## config.mk

```make
export PLATFORM = sky130hd
export DESIGN_NAME = fcor_flash_config
export DESIGN_NICKNAME = d
export VERILOG_FILES = /design/src/fcor_pkg.sv /design/src/fcor_clock_divider.sv /design/src/fcor_flash_config.sv
export SDC_FILE = /design/constraint.sdc
export NUM_CORES = 1
export LEC_CHECK = 0
export ABC_AREA = 1
export BUFFER_PORTS_ARGS = -buffer_cell sky130_fd_sc_hd__buf_2
export CAP_MARGIN = 15
export CORE_MARGIN = 3
export CORE_UTILIZATION = 30
export CTS_CLUSTER_SIZE = 30
export DETAILED_ROUTE_END_ITERATION = 10
export PLACE_DENSITY = 0.68
export SYNTH_ARGS = -nofsm -noshare
export SYNTH_HDL_FRONTEND = slang
export SYNTH_SLANG_ARGS = --single-unit
```

## constraint.sdc

```tcl
create_clock -name clk -period 2.2 [get_ports clk]
set_input_delay 0.22 -clock clk [delete_from_list [all_inputs] [get_ports clk]]
set_output_delay 0.22 -clock clk [all_outputs]
set_load 0.02 [all_outputs]
```

## src/fcor_pkg.sv

```systemverilog
package fcor_pkg;

    // byte addresses of the registers on the AXI4-Lite port
    localparam logic [7:0] FCOR_ADDR_DIVIDER = 8'h00;
    localparam logic [7:0] FCOR_ADDR_OPTIONS = 8'h04;
    localparam logic [7:0] FCOR_ADDR_KEYCTL = 8'h08;
    localparam logic [7:0] FCOR_ADDR_KEYDATA = 8'h0c;
    localparam logic [7:0] FCOR_ADDR_STATUS = 8'h10;

    // divider register fields
    localparam int FCOR_DIV_WRITTEN_BIT = 7;
    localparam int FCOR_DIV_PRESCALE_BIT = 6;
    localparam int FCOR_DIV_RATIO_MSB = 5;

    // options register fields
    localparam int FCOR_OPT_BACKDOOR_BIT = 7;
    localparam int FCOR_OPT_REDIRECT_BIT = 6;
    localparam int FCOR_OPT_SEC_MSB = 1;

    // key control register fields
    localparam int FCOR_KEY_ACCESS_BIT = 0;

    // status register fields
    localparam int FCOR_STAT_SECURE_BIT = 0;
    localparam int FCOR_STAT_PE_ALLOWED_BIT = 1;
    localparam int FCOR_STAT_REDIRECT_BIT = 2;
    localparam int FCOR_STAT_KEYBAD_BIT = 3;

    // divider reset value and other fixed constants
    localparam logic [7:0] FCOR_DIVIDER_RESET = 8'h00;
    localparam logic [1:0] FCOR_SEC_UNSECURED = 2'h2;
    localparam logic [2:0] FCOR_PRESCALE_LAST = 3'h7;
    localparam logic [3:0] FCOR_KEY_BYTES = 4'h8;

    // AXI response codes
    localparam logic [1:0] FCOR_RESP_OKAY = 2'h0;
    localparam logic [1:0] FCOR_RESP_SLVERR = 2'h2;

    // security decode: only the code 1:0 is unsecured
    function automatic logic fcor_is_secure(input logic [1:0] code);
        fcor_is_secure = (code != FCOR_SEC_UNSECURED);
    endfunction : fcor_is_secure

endpackage : fcor_pkg

```

## src/fcor_clock_divider.sv

```systemverilog
module fcor_clock_divider
    import fcor_pkg::*;
(
    input wire logic clk,
    input wire logic rst,
    input wire logic prescaleByEight,
    input wire logic [5:0] ratio,
    output logic flashTick
);

    typedef struct packed {
        logic [2:0] pre;
        logic [5:0] cnt;
        logic tick;
    } fcor_div_state_t;

    fcor_div_state_t s_q;
    fcor_div_state_t s_d;

    // prescaler gives one enable per 8 bus clocks when prescaleByEight is set, else one per bus clock; the ratio counter then
    // counts ratio+1 enables; tick is one bus cycle per flash clock period
    always_comb
    begin
        logic preStep;
        preStep = 1'b0;
        s_d = s_q;
        s_d.tick = 1'b0;
        if (prescaleByEight) // RULE4
        begin
            s_d.pre = s_q.pre + 3'h1;
            preStep = (s_q.pre == FCOR_PRESCALE_LAST);
        end
        else
        begin
            s_d.pre = 3'h0;
            preStep = 1'b1;
        end
        if (preStep)
        begin
            if (s_q.cnt >= ratio) // RULE5
            begin
                s_d.cnt = 6'h00;
                s_d.tick = 1'b1; // RULE6
            end
            else
            begin
                s_d.cnt = s_q.cnt + 6'h01;
            end
        end
    end

    always_ff @(posedge clk or posedge rst)
    begin
        if (rst)
        begin
            s_q <= '0;
        end
        else
        begin
            s_q <= s_d;
        end
    end

    assign flashTick = s_q.tick;

endmodule : fcor_clock_divider

```

## src/fcor_flash_config.sv

```systemverilog
// How it works
// RULE1 - divider low bits writable once after reset
// RULE2 - written flag set by first write
// RULE3 - no program/erase until divider written
// RULE4 - prescale selects bus clock or /8
// RULE5 - flash clock is input over ratio+1
// RULE6 - timing pulse is one flash clock
// RULE7 - software keeps flash clock 150-200 kHz
// RULE8 - option byte copied into options at reset
// RULE9 - key unlocks only when backdoor enabled
// RULE10 - debug commands cannot supply key bytes
// RULE11 - options bit 6 disables vector redirection
// RULE12 - only security code 1:0 is unsecured
// RULE13 - secure blocks unsecured memory requesters
// RULE14 - key match or blank check unsecures
// RULE15 - registers present; option byte reset-copied
// RULE16 - blocked writes dropped, blocked reads zero
// RULE17 - software: key access, eight bytes, clear
// RULE18 - software writes cannot change options
module fcor_flash_config
    import fcor_pkg::*;
(
    input wire logic clk,
    input wire logic rst,
    // AXI4-Lite slave
    input wire logic [7:0] s_axi_awaddr,
    input wire logic [2:0] s_axi_awprot,
    input wire logic s_axi_awvalid,
    output logic s_axi_awready,
    input wire logic [31:0] s_axi_wdata,
    input wire logic [3:0] s_axi_wstrb,
    input wire logic s_axi_wvalid,
    output logic s_axi_wready,
    output logic [1:0] s_axi_bresp,
    output logic s_axi_bvalid,
    input wire logic s_axi_bready,
    input wire logic [7:0] s_axi_araddr,
    input wire logic [2:0] s_axi_arprot,
    input wire logic s_axi_arvalid,
    output logic s_axi_arready,
    output logic [31:0] s_axi_rdata,
    output logic [1:0] s_axi_rresp,
    output logic s_axi_rvalid,
    input wire logic s_axi_rready,
    // nonvolatile option byte and key, stable from the flash array
    input wire logic [7:0] optionNvByte,
    input wire logic [63:0] nvUnlockKey,
    // blank check of the whole flash completed with success (pulse)
    input wire logic blankCheckPass,
    // program/erase request from the sequencer and its verdict
    input wire logic peRequest,
    output logic peGrant,
    output logic peRefused,
    output logic flashTick,
    // memory access filter for secure RAM and flash
    input wire logic memReqValid,
    input wire logic memReqWrite,
    input wire logic memReqTrusted,
    input wire logic [7:0] memReadData,
    output logic memWriteEnable,
    output logic [7:0] memReadDataOut,
    output logic redirectEnable,
    output logic secure
);

    typedef struct packed {
        logic [7:0] divider;
        logic [7:0] options;
        logic loaded;
        logic keyAccess;
        logic [3:0] keyIdx;
        logic keyBad;
        logic keyLast;
        logic awHeld;
        logic [7:0] awAddr;
        logic awPriv;
        logic wHeld;
        logic [7:0] wData;
        logic wLane;
        logic bValid;
        logic [1:0] bResp;
        logic rValid;
        logic [31:0] rData;
        logic [1:0] rResp;
        logic grant;
        logic refused;
        logic [7:0] memData;
        logic memWe;
    } fcor_state_t;

    fcor_state_t s_q;
    fcor_state_t s_d;
    logic [7:0] optSync1;
    logic [7:0] optSync2;
    logic divTick;

    // ratio counter and prescaler in their own module
    fcor_clock_divider u_div (
        .clk(clk),
        .rst(rst),
        .prescaleByEight(s_q.divider[FCOR_DIV_PRESCALE_BIT]),
        .ratio(s_q.divider[FCOR_DIV_RATIO_MSB:0]),
        .flashTick(divTick)
    );

    // option byte comes from the array, two flops before any use
    // no reset on purpose: the pair keeps sampling while rst is high,
    // so the byte is already settled on the first edge after release;
    // a cleared pair would hand zeros to the one-shot load instead
    // limitation: the byte must stand at least two cycles before release
    // and the load only ever happens once per reset
    always_ff @(posedge clk)
    begin
        optSync1 <= optionNvByte;
        optSync2 <= optSync1;
    end

    // byte n of the stored key, byte 0 in the low lane
    function automatic logic [7:0] keyByte(input logic [63:0] k, input logic [3:0] n);
        keyByte = k[8 * n[2:0] +: 8];
    endfunction : keyByte

    function automatic logic [31:0] readMux(input fcor_state_t st, input logic [7:0] a);
        readMux = 32'h0000_0000;
        case (a)
            FCOR_ADDR_DIVIDER: readMux = {24'h000000, st.divider}; // RULE1
            FCOR_ADDR_OPTIONS: readMux = {24'h000000, st.options};
            FCOR_ADDR_KEYCTL: readMux = {31'h0, st.keyAccess};
            FCOR_ADDR_STATUS: readMux = {28'h0, st.keyBad,
                ~st.options[FCOR_OPT_REDIRECT_BIT], st.divider[FCOR_DIV_WRITTEN_BIT],
                fcor_is_secure(st.options[FCOR_OPT_SEC_MSB:0])};
            default: readMux = 32'h0000_0000;
        endcase
    endfunction : readMux

    function automatic logic mapped(input logic [7:0] a);
        mapped = (a == FCOR_ADDR_DIVIDER) || (a == FCOR_ADDR_OPTIONS)
            || (a == FCOR_ADDR_KEYCTL) || (a == FCOR_ADDR_KEYDATA)
            || (a == FCOR_ADDR_STATUS);
    endfunction : mapped

    // whole next-state logic
    always_comb
    begin
        logic doWrite;
        logic isSecure;
        logic [7:0] keyWr;
        doWrite = 1'b0;
        isSecure = 1'b0;
        keyWr = 8'h00;
        s_d = s_q;

        // option byte taken once, on the first cycle after reset release
        if (!s_q.loaded)
        begin
            s_d.options = optSync2; // RULE8 RULE15
            s_d.loaded = 1'b1;
        end

        // write channels may arrive in either order
        if (s_axi_awvalid && !s_q.awHeld && !s_q.bValid)
        begin
            s_d.awHeld = 1'b1;
            s_d.awAddr = {s_axi_awaddr[7:2], 2'b00};
            s_d.awPriv = s_axi_awprot[0];
        end
        if (s_axi_wvalid && !s_q.wHeld && !s_q.bValid)
        begin
            s_d.wHeld = 1'b1;
            s_d.wData = s_axi_wdata[7:0];
            s_d.wLane = s_axi_wstrb[0];
        end

        if (s_q.awHeld && s_q.wHeld)
        begin
            doWrite = s_q.wLane;
            s_d.awHeld = 1'b0;
            s_d.wHeld = 1'b0;
            s_d.bValid = 1'b1;
            s_d.bResp = mapped(s_q.awAddr) ? FCOR_RESP_OKAY : FCOR_RESP_SLVERR;
        end
        if (s_q.bValid && s_axi_bready)
        begin
            s_d.bValid = 1'b0;
        end

        if (doWrite)
        begin
            case (s_q.awAddr)
                FCOR_ADDR_DIVIDER:
                begin
                    if (!s_q.divider[FCOR_DIV_WRITTEN_BIT])
                    begin
                        s_d.divider[FCOR_DIV_PRESCALE_BIT:0] = s_q.wData[6:0]; // RULE1
                        s_d.divider[FCOR_DIV_WRITTEN_BIT] = 1'b1; // RULE2
                    end
                end
                FCOR_ADDR_KEYCTL:
                begin
                    // awprot[0] set marks a privileged, firmware access; debug is not
                    if (s_q.awPriv) // RULE10
                    begin
                        s_d.keyAccess = s_q.wData[FCOR_KEY_ACCESS_BIT];
                        if (s_q.wData[FCOR_KEY_ACCESS_BIT])
                        begin
                            s_d.keyIdx = 4'h0;
                            s_d.keyBad = 1'b0;
                        end
                        else if (s_q.keyAccess && !s_q.keyBad && s_q.keyIdx == FCOR_KEY_BYTES
                            && s_q.options[FCOR_OPT_BACKDOOR_BIT]) // RULE9
                        begin
                            s_d.options[FCOR_OPT_SEC_MSB:0] = FCOR_SEC_UNSECURED; // RULE14
                        end
                    end
                end
                FCOR_ADDR_KEYDATA:
                begin
                    keyWr = s_q.wData;
                    // bytes are checked in order; an extra byte spoils the attempt
                    if (s_q.keyAccess && s_q.awPriv) // RULE10 RULE17
                    begin
                        if (s_q.keyIdx == FCOR_KEY_BYTES
                            || keyWr != keyByte(nvUnlockKey, s_q.keyIdx))
                        begin
                            s_d.keyBad = 1'b1;
                        end
                        else
                        begin
                            s_d.keyIdx = s_q.keyIdx + 4'h1;
                        end
                    end
                end
                // options stay read-only to software
                default: ; // RULE18
            endcase
        end

        // blank check wins over nothing; it only ever unsecures
        if (blankCheckPass && s_q.loaded)
        begin
            s_d.options[FCOR_OPT_SEC_MSB:0] = FCOR_SEC_UNSECURED; // RULE14
        end

        // read channel, one cycle from address to data
        s_d.keyLast = 1'b0;
        if (s_axi_arvalid && !s_q.rValid)
        begin
            s_d.rValid = 1'b1;
            s_d.rData = readMux(s_q, {s_axi_araddr[7:2], 2'b00});
            s_d.rResp = mapped({s_axi_araddr[7:2], 2'b00}) ? FCOR_RESP_OKAY : FCOR_RESP_SLVERR;
        end
        else if (s_q.rValid && s_axi_rready)
        begin
            s_d.rValid = 1'b0;
        end

        // program/erase verdict one cycle after the request
        s_d.grant = peRequest && s_q.divider[FCOR_DIV_WRITTEN_BIT]; // RULE3
        s_d.refused = peRequest && !s_q.divider[FCOR_DIV_WRITTEN_BIT]; // RULE3

        // secure memory filter: untrusted requesters see zeros, writes dropped
        isSecure = fcor_is_secure(s_q.options[FCOR_OPT_SEC_MSB:0]) || !s_q.loaded; // RULE12
        s_d.memWe = memReqValid && memReqWrite && (memReqTrusted || !isSecure); // RULE13 RULE16
        s_d.memData = (memReqValid && !memReqWrite && (memReqTrusted || !isSecure))
            ? memReadData : 8'h00; // RULE16
    end

    always_ff @(posedge clk or posedge rst)
    begin
        if (rst)
        begin
            s_q <= '0;
            s_q.divider <= FCOR_DIVIDER_RESET;
        end
        else
        begin
            s_q <= s_d;
        end
    end

    // handshake outputs
    assign s_axi_awready = !s_q.awHeld && !s_q.bValid;
    assign s_axi_wready = !s_q.wHeld && !s_q.bValid;
    assign s_axi_arready = !s_q.rValid;
    assign s_axi_bvalid = s_q.bValid;
    assign s_axi_bresp = s_q.bResp;
    assign s_axi_rvalid = s_q.rValid;
    assign s_axi_rdata = s_q.rData;
    assign s_axi_rresp = s_q.rResp;

    // device side outputs
    assign peGrant = s_q.grant;
    assign peRefused = s_q.refused;
    assign flashTick = divTick && s_q.divider[FCOR_DIV_WRITTEN_BIT]; // RULE6
    assign memWriteEnable = s_q.memWe;
    assign memReadDataOut = s_q.memData;
    assign redirectEnable = !s_q.options[FCOR_OPT_REDIRECT_BIT]; // RULE11
    assign secure = fcor_is_secure(s_q.options[FCOR_OPT_SEC_MSB:0]) || !s_q.loaded; // RULE12

endmodule : fcor_flash_config

```

Word level (Yosys, flattened, before mapping)

Cells that the tools add are included.

Input bits: 150
Logic and storage cells: 138
Register bits: 116
Output and inout port bits: 55

Bitwise logic cells: 2
Reductions and logical operators: 55
$lt $le $gt $ge: 1
Multiplexer cells: 31
Shift-type cells: 1
Equal/unequal tests: 17
Add/subtract/negate cells: 3

Operators with widths:

| cell                                                                   | number |
|---|---|
| 64-bit by 7-bit variable part select with 8-bit output                 | 1 |
| 8-bit case mux with 4 select lines                                     | 1 |
| 6-bit by 2-bit equality test with 1-bit output (second input constant) | 4 |
| 1-bit logical AND                                                      | 22 |
| 10-bit 2-to-1 mux                                                      | 2 |
| 2-bit 2-to-1 mux                                                       | 8 |
| 5-bit 2-to-1 mux                                                       | 3 |
| 6-bit by 1-bit equality test with 1-bit output (second input constant) | 2 |
| 6-bit by 3-bit equality test with 1-bit output (second input constant) | 2 |
| 6-bit AND reduction                                                    | 2 |
| 1-bit logical OR                                                       | 11 |
| 1-bit zero test                                                        | 10 |
| 1-bit 2-to-1 mux                                                       | 10 |
| 5-bit case mux with 2 select lines                                     | 1 |
| 2-bit nonzero test                                                     | 5 |
| 3-bit 2-to-1 mux                                                       | 3 |
| 8-bit zero test                                                        | 1 |
| 8-bit 2-to-1 mux                                                       | 1 |
| 2-bit inequality test (second input constant)                          | 4 |
| 8-bit inequality test                                                  | 1 |
| 6-bit by 1-bit adder with 6-bit output (second input constant)         | 1 |
| 6-bit greater-or-equal comparator                                      | 1 |
| 6-bit zero test                                                        | 1 |
| 6-bit 2-to-1 mux                                                       | 1 |
| 9 further kinds                                                        | 12 |

Logic depth before layout (Yosys ltp)

Gate-level depths: netlist of run 1.

Depth after elaboration: 10
Depth in mapped cells: 16
Mapped depth without buffers: 15

By module

A second synthesis of run 1 with hierarchy kept.

Cells, all modules: 673
Area total of the unflattened synthesis: 5048.6 um^2

Modules (own cells, without submodules):

| module             | seq. area each (um^2) | instances | cells an instance | area each (um^2) |
|---|---|---|---|---|
| fcor_flash_config  | 1921.8                | 1         | 588               | 4365.4 |
| fcor_clock_divider | 250.2                 | 1         | 85                | 683.2 |

Worst setup path before layout of run 1

Ideal clock, no wire load.

Path type: reg-to-reg
Start point: register s_q[71] in the netlist's numbering
End point: register s_q[73] in the netlist's numbering
Path slack: 532 ps
Stages on the path, launching flop included: 16
Buffers on the path: 2
Clock period less this slack: 1668 ps
Setup time: 65 ps
Required time: 2135 ps
Arrival time: 1603 ps
Path through: dfrtp_1 -> buf_6 -> inv_4 -> buf_6 -> nand2_1 -> nand3_1 -> nand3_1 -> nand3_1 -> nand2_1 -> nor2_1 -> nand3_2 -> nor2_4 -> nand2_2 -> nor2_2 -> nand2_1 -> nand2_1

Longest elaborated chain between the ends: 5
Elaborated cells on any way between the ends: 10
Classes of those cells: 1 x add/sub; 3 x eq/ne; 1 x shift; 3 x mux; 2 x reduce/logical

RTL lines:

| item                                                   | RTL line                 | RTL |
|---|---|---|
| start, declared                                        | fcor_flash_config.sv:91  | `fcor_state_t s_q;` |
| 64-bit by 7-bit variable part select with 8-bit output | fcor_flash_config.sv:120 | `keyByte = k[8 * n[2:0] +: 8];` |
| 8-bit inequality test                                  | fcor_flash_config.sv:223 | `\|\| keyWr != keyByte(nvUnlockKey, s_q.keyIdx))` |
| 1-bit logical OR                                       | fcor_flash_config.sv:223 |  |
| 2-bit inequality test (no line)                        | -                        |  |
| 6-bit AND reduction (no line)                          | -                        |  |

Several ways; a longest one is shown, not always the timed one. The select of a mux whose other input is x is not followed.
A chain may end at the register's enable or synchronous reset.

Final worst setup path of run 1

Start point: register s_q[71] in the netlist's numbering
End point: register s_q[72] in the netlist's numbering

Same word-level chain as after synthesis.

==> out/qor.csv, run 1 <==
metric;value;unit
Port Buffers;142;
Vias;4155;
die area;17900;um2
initial antenna violation count;0;
Post-synth ARST share;0.822;
initial detailed-routing violation count;223;
DR vias/cell;4.19;
cell taking the most area after synthesis;dfrtp_1;
Site Rows;46;
die height;134;um
reported max-cap violation count;0;
setup TNS;0;ns
die span in x;134;um
final hold viol count;0;
Max rail drop VDD;0.000648;V
P_sw;1.69;mW
CORE AREA;15900;um2
share of layout cells above drive strength 1;0.243;
Worst Hold Class;input port to register;
H-tree levels;3;
post-synthesis sequential area ratio;0.443;
CTS clk-pin slew, worst paths;0.07;ns
number of flops mapped to enable cells by yosys;0;
nets;931;
status;complete, no violations;
Pre-antenna DRT Iters;4;
commonest cells in the netlist;nand2_1 (137), inv_1 (101), nor2_1 (76);
met1 usage in global routing;0.158;
ant diodes;0;
DRC Markers;0;
WL final;11.4;mm
largest net degree at the start of global routing;34;
Clock Latency Late Sink;0.34;ns
Warnings, synthesis;0;
Overall Power;4.90;mW
GRT overflow;0;
Syn Area/Cell;7.74;um2
clk_skew;0.00649;ns
gpl congestion;0.763;
crit share post-route;0.897;
CP startpoint kind;register;
clk buf depth;2;
actual slew at the worst max-slew pin;0.665;ns
busiest grt layer;met2;
Initial Util;0.307;
slew margin rel.;0.556;
all-layer global routing usage;0.125;
CTS sink count;90;
Main synth FF type;dfrtp_1;
IO Count;205;
synthesized instance count;633;
clock share of power;0.293;
Sw Share;0.344;
WL/cell;11.5;um
number of global-route vias before repair;3808;
leakage power;3.33;nW
post-route non-filler standard cell count;991;
Logic pwr share;0.267;
Setup Buffers After CTS;0;
post-synthesis register bit count;90;
Post-DRT Antenna Nets;0;
fin worst setup slack;0.227;ns
met3 usage;0.0319;
Setup-failing EPs final;0;
Power Internal;3.22;mW
Max Slew Vio Count;0;
Global Route met2 Usage;0.214;
synth top area cells;dfrtp_1 (38%), nand2_1 (10%), inv_1 (7.7%);
Root Buffer;clkbuf_16;
Inserted Clock Buffers;9;
placed cell count;966;
dpl ws;0.210;ns
critical path arrival;2.25;ns
fill count;1750;
Req. time, crit path;2.48;ns
crit-path max FO;33;
Post-Syn Area;4900;um2
CTS tree;built;
sequential share of power;0.439;
share of the synthesized area in the top cell type;0.378;
first-pass GRT wire length;18.1;mm
Synth-to-Final Area Change;22.3;%
Cell variety after synth;38;
fin crit period;1.97;ns
reg2reg setup slack;0.23;ns
RSZ-0062 raised after global routing;no;
DP HPWL;8.92;mm
power per cell area;818;nW/um2
most numerous cell in the Yosys netlist;nand2_1;
critical path capture point type;register;
Worst Path Class, Setup;register to register;
FMAX;0.507;GHz
cells in the final DEF, fill, tap and decap left out, types with 9 or more instances in the layout:
master,count
o21ai_1,12
conb_1,27
inv_1,100
nand3_1,50
buf_2,142
a21oi_1,23
dfxtp_1,16
nand2_1,137
clkbuf_16,9
ha_1,11
mux2_2,9
dlygate4sd3_1,9
nor2_1,76
o21ai_0,20
dfrtp_1,74
final timing paths:
kind	start	to	cells after the start
setup / recovery	s_q[71]	s_q[72]	15
hold / removal	memReadData[1]	memReadDataOut[1]	3
setup reg to reg	s_q[71]	s_q[72]	15
hold reg to reg	optSync1[3]	optSync2[3]	0
max in group asynchronous	rst	u_div.s_q[2]	4
min in group asynchronous	rst	memReadDataOut[1]	3
power groups by stage:
stage          combinational, mW  clock [mW]  sequential, mW
2_1_floorplan              0.994           0            2.14
3_3_place_gp                1.29           0            2.18
3_5_place_dp                1.32           0            2.18
4_1_cts                     1.33        1.49            2.16
5_1_grt                     1.50        1.55            2.20
6_report                    1.31        1.44            2.15
cell families (layout without fill, tap and decap cells):
family                     Yosys count  after routing  share of synthesized area
and+or+nand+nor                    284            284                      0.249
buffers and inverters              162            279                      0.171
DFF                                 90             90                      0.443
AOI/OAI and AO/OA                   70             70                     0.0781
adders and majority gates           11             11                     0.0281
muxes                                9              9                     0.0207
xor gates and xnor gates             5              5                    0.00893
other                                2             27                    0.00153
stage by stage:
stage               utilization  cell area [um2]  hold slack, ns
floorplan                     -             5000           0.248
global route              0.376             5990          0.0838
CTS                       0.376             5990          0.0628
finish                    0.376             5990          0.0803
detailed placement        0.353             5620           0.312
global placement          0.353             5620           0.312
critical path, stage by stage, from the launching register on:
cell	delay, ns
dfrtp_1	0.53
buf_12	0.23
nand2_1	0.07
nand2_1	0.09
nand2_1	0.05
nand3_1	0.08
nand2_1	0.06
nand2_1	0.05
nand2_1	0.05
nor2_1	0.14
nand3_2	0.11
nor2_4	0.14
nand2_2	0.10
nor2_2	0.11
nand2_1	0.05
nand2_1	0.05
layout make-up:
cell class | instances | area [um2] | area share
flip-flops and latches | 90 | 2170 | 0.362
well taps | 216 | 270 | 0.0451
clock inverters | 6 | 50.0 | 0.00835
multi-input cells | 406 | 1990 | 0.331
clock buffers | 10 | 229 | 0.0382
repair buffers | 160 | 893 | 0.149
inverters | 103 | 393 | 0.0655
state kept, by name, summed over array words and instances (netlist names):
| register | cells |
|---|---|
| memReadDataOut | 8 |
| u_div.flashTick | 1 |
| u_div.s_q | 9 |
| s_axi_rdata | 8 |
| s_axi_rresp | 1 |
| s_axi_bvalid | 1 |
| s_axi_rvalid | 1 |
| s_axi_bresp | 1 |
| optSync1 | 8 |
| peGrant | 1 |
| peRefused | 1 |
| optSync2 | 8 |
| memWriteEnable | 1 |
| s_q | 41 |
metal layers:
metal | vias to the layer above | share of wire
met5 | - | 0
met4 | 0 | 0.011
met3 | 14 | 0.044
met2 | 84 | 0.49
met1 | 1886 | 0.45
li1 | 2171 | -
timing repair:
action / 4_1_cts / 5_1_grt
hold buffers: 9 / 0
setup endpoints to repair: 0 / 2
hold endpoints to repair: 39 / 0
gates resized for setup: 0 / 1
No activity file was read; power rests on OpenSTA's default activity.
==> inputs of run 2 (changes only) <==
--- a/config.mk
+++ b/config.mk
@@ -6,10 +6,11 @@
 export NUM_CORES = 1
 export LEC_CHECK = 0
 export ABC_AREA = 1
-export BUFFER_PORTS_ARGS = -buffer_cell sky130_fd_sc_hd__buf_2
+export BUFFER_PORTS_ARGS = -buffer_cell sky130_fd_sc_hd__clkbuf_2
 export CAP_MARGIN = 15
 export CORE_MARGIN = 3
 export CORE_UTILIZATION = 30
+export CTS_BUF_LIST = sky130_fd_sc_hd__clkbuf_4 sky130_fd_sc_hd__clkbuf_8
 export CTS_CLUSTER_SIZE = 30
 export DETAILED_ROUTE_END_ITERATION = 10
 export PLACE_DENSITY = 0.68
==> run 2 against run 1 <==
Effect of this change: cell count shrank 0.10%; clock skew up 0.0058 ns; sequential power hardly changed; critical endpoint unchanged; highest routed layer unchanged.
==> out/qor.csv, run 2 (synthesis results as in run 1) <==
metric;value;unit
status;complete, no violations;
DP HPWL;8.97;mm
CTS tree;built;
WL/cell;11.7;um
final hold viol count;0;
crit-path max FO;36;
WL final;11.6;mm
fin worst setup slack;0.291;ns
critical path arrival;2.21;ns
dpl ws;0.267;ns
Max rail drop VDD;0.000876;V
Post-DRT Antenna Nets;0;
initial antenna violation count;0;
crit share post-route;0.868;
clk_skew;0.0123;ns
Synth-to-Final Area Change;21.0;%
clk buf depth;2;
slew margin rel.;0.587;
largest net degree at the start of global routing;37;
Core Util, Final;0.372;
reported max-cap violation count;0;
CP startpoint kind;register;
Initial Util;0.307;
power per cell area;795;nW/um2
most frequent cells in the layout;clkbuf_2 (142), nand2_1 (137), inv_1 (100);
Port Buffers;142;
share of layout cells above drive strength 1;0.243;
DRC Markers;0;
IO Count;205;
Largest Register;s_q;
Site Rows;46;
fin crit period;1.91;ns
post-route non-filler standard cell count;990;
GRT overflow;0;
Setup-failing EPs final;0;
Worst Path Class, Setup;register to register;
actual slew at the worst max-slew pin;0.618;ns
setup TNS;0;ns
die span in x;134;um
RSZ-0062 raised after global routing;no;
CTS clk-pin slew, worst paths;0.09;ns
CORE AREA;15900;um2
Largest register FFs;41;
Clock Latency Late Sink;0.37;ns
Inserted Clock Buffers;9;
design area;5930;um2
Max Slew Vio Count;0;
FMAX;0.524;GHz
die area;17900;um2
initial detailed-routing violation count;157;
number of global-route vias before repair;4118;
hold slack;0.0341;ns
Worst Hold Class;input port to register;
nets;930;
biggest regs;s_q (41), u_div.s_q (9);
Root Buffer;clkbuf_8;
Pre-antenna DRT Iters;4;
CTS sink count;90;
first-pass GRT wire length;19.1;mm
placed cell count;965;
critical path capture point type;register;
Overall Power;4.72;mW
area post-placement;5620;um2
ant diodes;0;
Setup Buffers After CTS;0;
leakage power;3.31;nW
most common cell after layout, fill and taps aside;clkbuf_2;
Req. time, crit path;2.50;ns
Vias;4176;
H-tree levels;3;
gpl congestion;0.786;
all-layer global routing usage;0.131;
DR vias/cell;4.22;
die height;134;um
==> run 2: critical path, cell delays in order (launching register included) <==
cell     delay [ns]
dfrtp_1        0.46
buf_12         0.22
nand2_1        0.08
nand2_1        0.07
nand2_1        0.04
nand3_1        0.10
nand2_1        0.06
nand2_1        0.06
nand2_1        0.05
nor2_1         0.12
nand3_2        0.11
nor2_4         0.15
nand2_2        0.10
nor2_2         0.11
nand2_1        0.05
nand2_1        0.05
==> run 2: timing repair <==
action,CTS,global route
hold buffers,9,0
resized for setup,0,1
endpoints found under the hold margin,38,0
setup endpoints to repair,0,1
==> run 2: layer usage <==
| layer | share of wire | GRT usage | vias to the layer above |
|---|---|---|---|
| met2 | 0.51 | 0.228 | 96 |
| met5 | 0 | 0 | - |
| met4 | 0.013 | 0.0314 | 0 |
| li1 | - | - | 2171 |
| met1 | 0.43 | 0.161 | 1897 |
| met3 | 0.048 | 0.0386 | 12 |
==> run 2: final timing paths <==
check                                     from                end  slack [ns]  cells past startpoint
worst max-delay path                   s_q[71]            s_q[72]        0.29                     15
worst min-delay path            memReadData[6]  memReadDataOut[6]        0.03                      3
worst max register to register         s_q[71]            s_q[72]        0.29                     15
worst min register to register     optSync1[5]        optSync2[5]        0.33                      0
max in group asynchronous                  rst       u_div.s_q[6]        1.18                      4
min in group asynchronous                  rst     memWriteEnable        0.44                      3
==> run 2: area by class of cell <==
| class | count | area [um2] |
|---|---|---|
| Clock inverter | 6 | 90.1 |
| Timing Repair Buffer | 159 | 886 |
| Inverter | 103 | 393 |
| Clock buffer | 10 | 131 |
| Fill cell | 1717 | 10000 |
| Tap cell | 216 | 270 |
| Sequential cell | 90 | 2170 |
| Multi-Input combinational cell | 406 | 1990 |
==> run 2: where the power goes <==
| group | internal (mW) | switching, mW |
|---|---|---|
| Combinational | 0.487 | 0.828 |
| Sequential | 1.94 | 0.206 |
| Clock | 0.656 | 0.597 |
==> inputs of run 3 (changes only) <==
--- a/config.mk
+++ b/config.mk
@@ -13,7 +13,7 @@
 export CTS_BUF_LIST = sky130_fd_sc_hd__clkbuf_4 sky130_fd_sc_hd__clkbuf_8
 export CTS_CLUSTER_SIZE = 30
 export DETAILED_ROUTE_END_ITERATION = 10
-export PLACE_DENSITY = 0.68
+export PLACE_DENSITY = 0.55
 export SYNTH_ARGS = -nofsm -noshare
 export SYNTH_HDL_FRONTEND = slang
 export SYNTH_SLANG_ARGS = --single-unit
==> run 3 against run 2 <==
Effect of this change: core utilization decreased by 0.055 points; sequential share of layout area rose by 0.075 points; clock skew about the same; combinational power about the same; clock-buffer cell count down 1; maximum frequency shrank 3.1%; sequential power hardly changed; largest cell class unchanged; die area did not move; sequential cell count did not move.
==> out/qor.csv, run 3 (synthesis results as in run 1) <==
metric;value;unit
post-route non-filler standard cell count;993;
CP startpoint kind;register;
Worst Hold Class;input port to register;
clock share of power;0.238;
Max Slew Vio Count;0;
Pre-antenna DRT Iters;4;
WL final;11.4;mm
DR vias/cell;4.18;
IO Count;205;
P_sw;1.67;mW
sequential share of power;0.474;
all-layer global routing usage;0.132;
critical path capture point type;register;
die span in x;134;um
gpl congestion;0.814;
Vias;4147;
die height;134;um
Max rail drop VDD;0.000580;V
actual slew at the worst max-slew pin;0.629;ns
CTS clk-pin slew, worst paths;0.10;ns
crit-path max FO;18;
critical path arrival;2.27;ns
Power Internal;2.86;mW
Clock Latency Late Sink;0.36;ns
nets;933;
initial detailed-routing violation count;207;
Initial Util;0.307;
fin crit period;1.97;ns
Req. time, crit path;2.50;ns
Largest register FFs;41;
ant diodes;0;
Root Buffer;clkbuf_8;
most frequent cells in the layout;clkbuf_2 (142), nand2_1 (137), inv_1 (100);
most common cell after layout, fill and taps aside;clkbuf_2;
DP HPWL;8.99;mm
FMAX;0.507;GHz
CTS tree;built;
clk buf depth;2;
CTS sink count;90;
Site Rows;46;
biggest regs;s_q (41), u_div.s_q (9);
setup TNS;0;ns
power per cell area;765;nW/um2
H-tree levels;3;
Worst Path Class, Setup;register to register;
leakage power;3.31;nW
number of global-route vias before repair;4037;
slew margin rel.;0.580;
first-pass GRT wire length;19.1;mm
WL/cell;11.5;um
DRC Markers;0;
RSZ-0062 raised after global routing;no;
reported max-cap violation count;0;
Logic pwr share;0.288;
fill count;1717;
placed cell count;967;
share of layout cells above drive strength 1;0.246;
CORE AREA;15900;um2
Sw Share;0.368;
crit share post-route;0.896;
Setup-failing EPs final;0;
status;complete, no violations;
Largest Register;s_q;
Post-DRT Antenna Nets;0;
clk_skew;0.0124;ns
initial antenna violation count;0;
die area;17900;um2
largest net degree at the start of global routing;35;
Port Buffers;142;
Synth-to-Final Area Change;20.8;%
Inserted Clock Buffers;9;
hold slack;0.0251;ns
final hold viol count;0;
GRT overflow;0;
==> run 3: area by class of cell <==
type / count / area (um2) / area share
clock inverters: 7 / 58.8 / 0.00993
inverters: 103 / 393 / 0.0664
clock buffers: 9 / 124 / 0.0209
flip-flops and latches: 90 / 2170 / 0.367
multi-input cells: 406 / 1990 / 0.336
well taps: 216 / 270 / 0.0456
repair buffers: 162 / 915 / 0.154
==> run 3: worst max-delay path, stage by stage, from the launching register on <==
cell and delay, ns:
dfrtp_2 0.49, inv_6 0.13, buf_12 0.16, nand2_1 0.06, nand3_1 0.07, nand3_1 0.09
nand3_1 0.07, nand2_1 0.05, nor2_1 0.19, nand3_2 0.12, nor2_4 0.15, nand2_2 0.10
nor2_2 0.12, nand2_1 0.06, nand2_1 0.05
==> run 3: metrics by stage <==
stage	utilization	setup slack (ns)	instance area [um2]	total power [mW]
final	0.371	0.229	5920	4.53
after floorplan	-	0.0984	5000	3.13
after detailed placement	0.353	0.199	5630	3.50
after global routing	0.371	0.0105	5920	4.92
after CTS	0.371	0.146	5910	4.62
after global placement	0.353	0.234	5630	3.48
==> run 3: power groups by stage <==
stage / combinational, mW / clock [mW] / sequential (mW)
6_report: 1.30 / 1.08 / 2.15
5_1_grt: 1.52 / 1.20 / 2.20
4_1_cts: 1.33 / 1.13 / 2.16
3_5_place_dp: 1.31 / 0 / 2.19
3_3_place_gp: 1.29 / 0 / 2.19
2_1_floorplan: 0.994 / 0 / 2.14
==> run 3: metal layers <==
| layer | vias to the layer above | GRT usage | part of all wire |
|---|---|---|---|
| li1 | 2182 | - | - |
| met3 | 14 | 0.0371 | 0.049 |
| met5 | - | 0 | 0 |
| met2 | 95 | 0.215 | 0.48 |
| met4 | 0 | 0.0389 | 0.016 |
| met1 | 1856 | 0.172 | 0.45 |
==> run 3: worst paths after layout <==
| kind | from | end | slack [ns] | depth (start not counted) |
|---|---|---|---|---|
| worst min-delay path | s_axi_rready | s_axi_rvalid | 0.03 | 2 |
| max in group asynchronous | rst | memReadDataOut[0] | 1.23 | 4 |
| worst min register to register | optSync1[5] | optSync2[5] | 0.34 | 0 |
| min in group asynchronous | rst | memReadDataOut[6] | 0.40 | 3 |
| worst max register to register | s_q[71] | s_q[72] | 0.23 | 14 |
| worst max-delay path | s_q[71] | s_q[72] | 0.23 | 14 |
==> run 3: what timing repair did <==
item                                    CTS  global route
hold endpoints to repair                 35             0
buffers inserted                          0             0
endpoints found under the setup margin    0             4
hold buffers                             10             0
resized for setup                         0             3
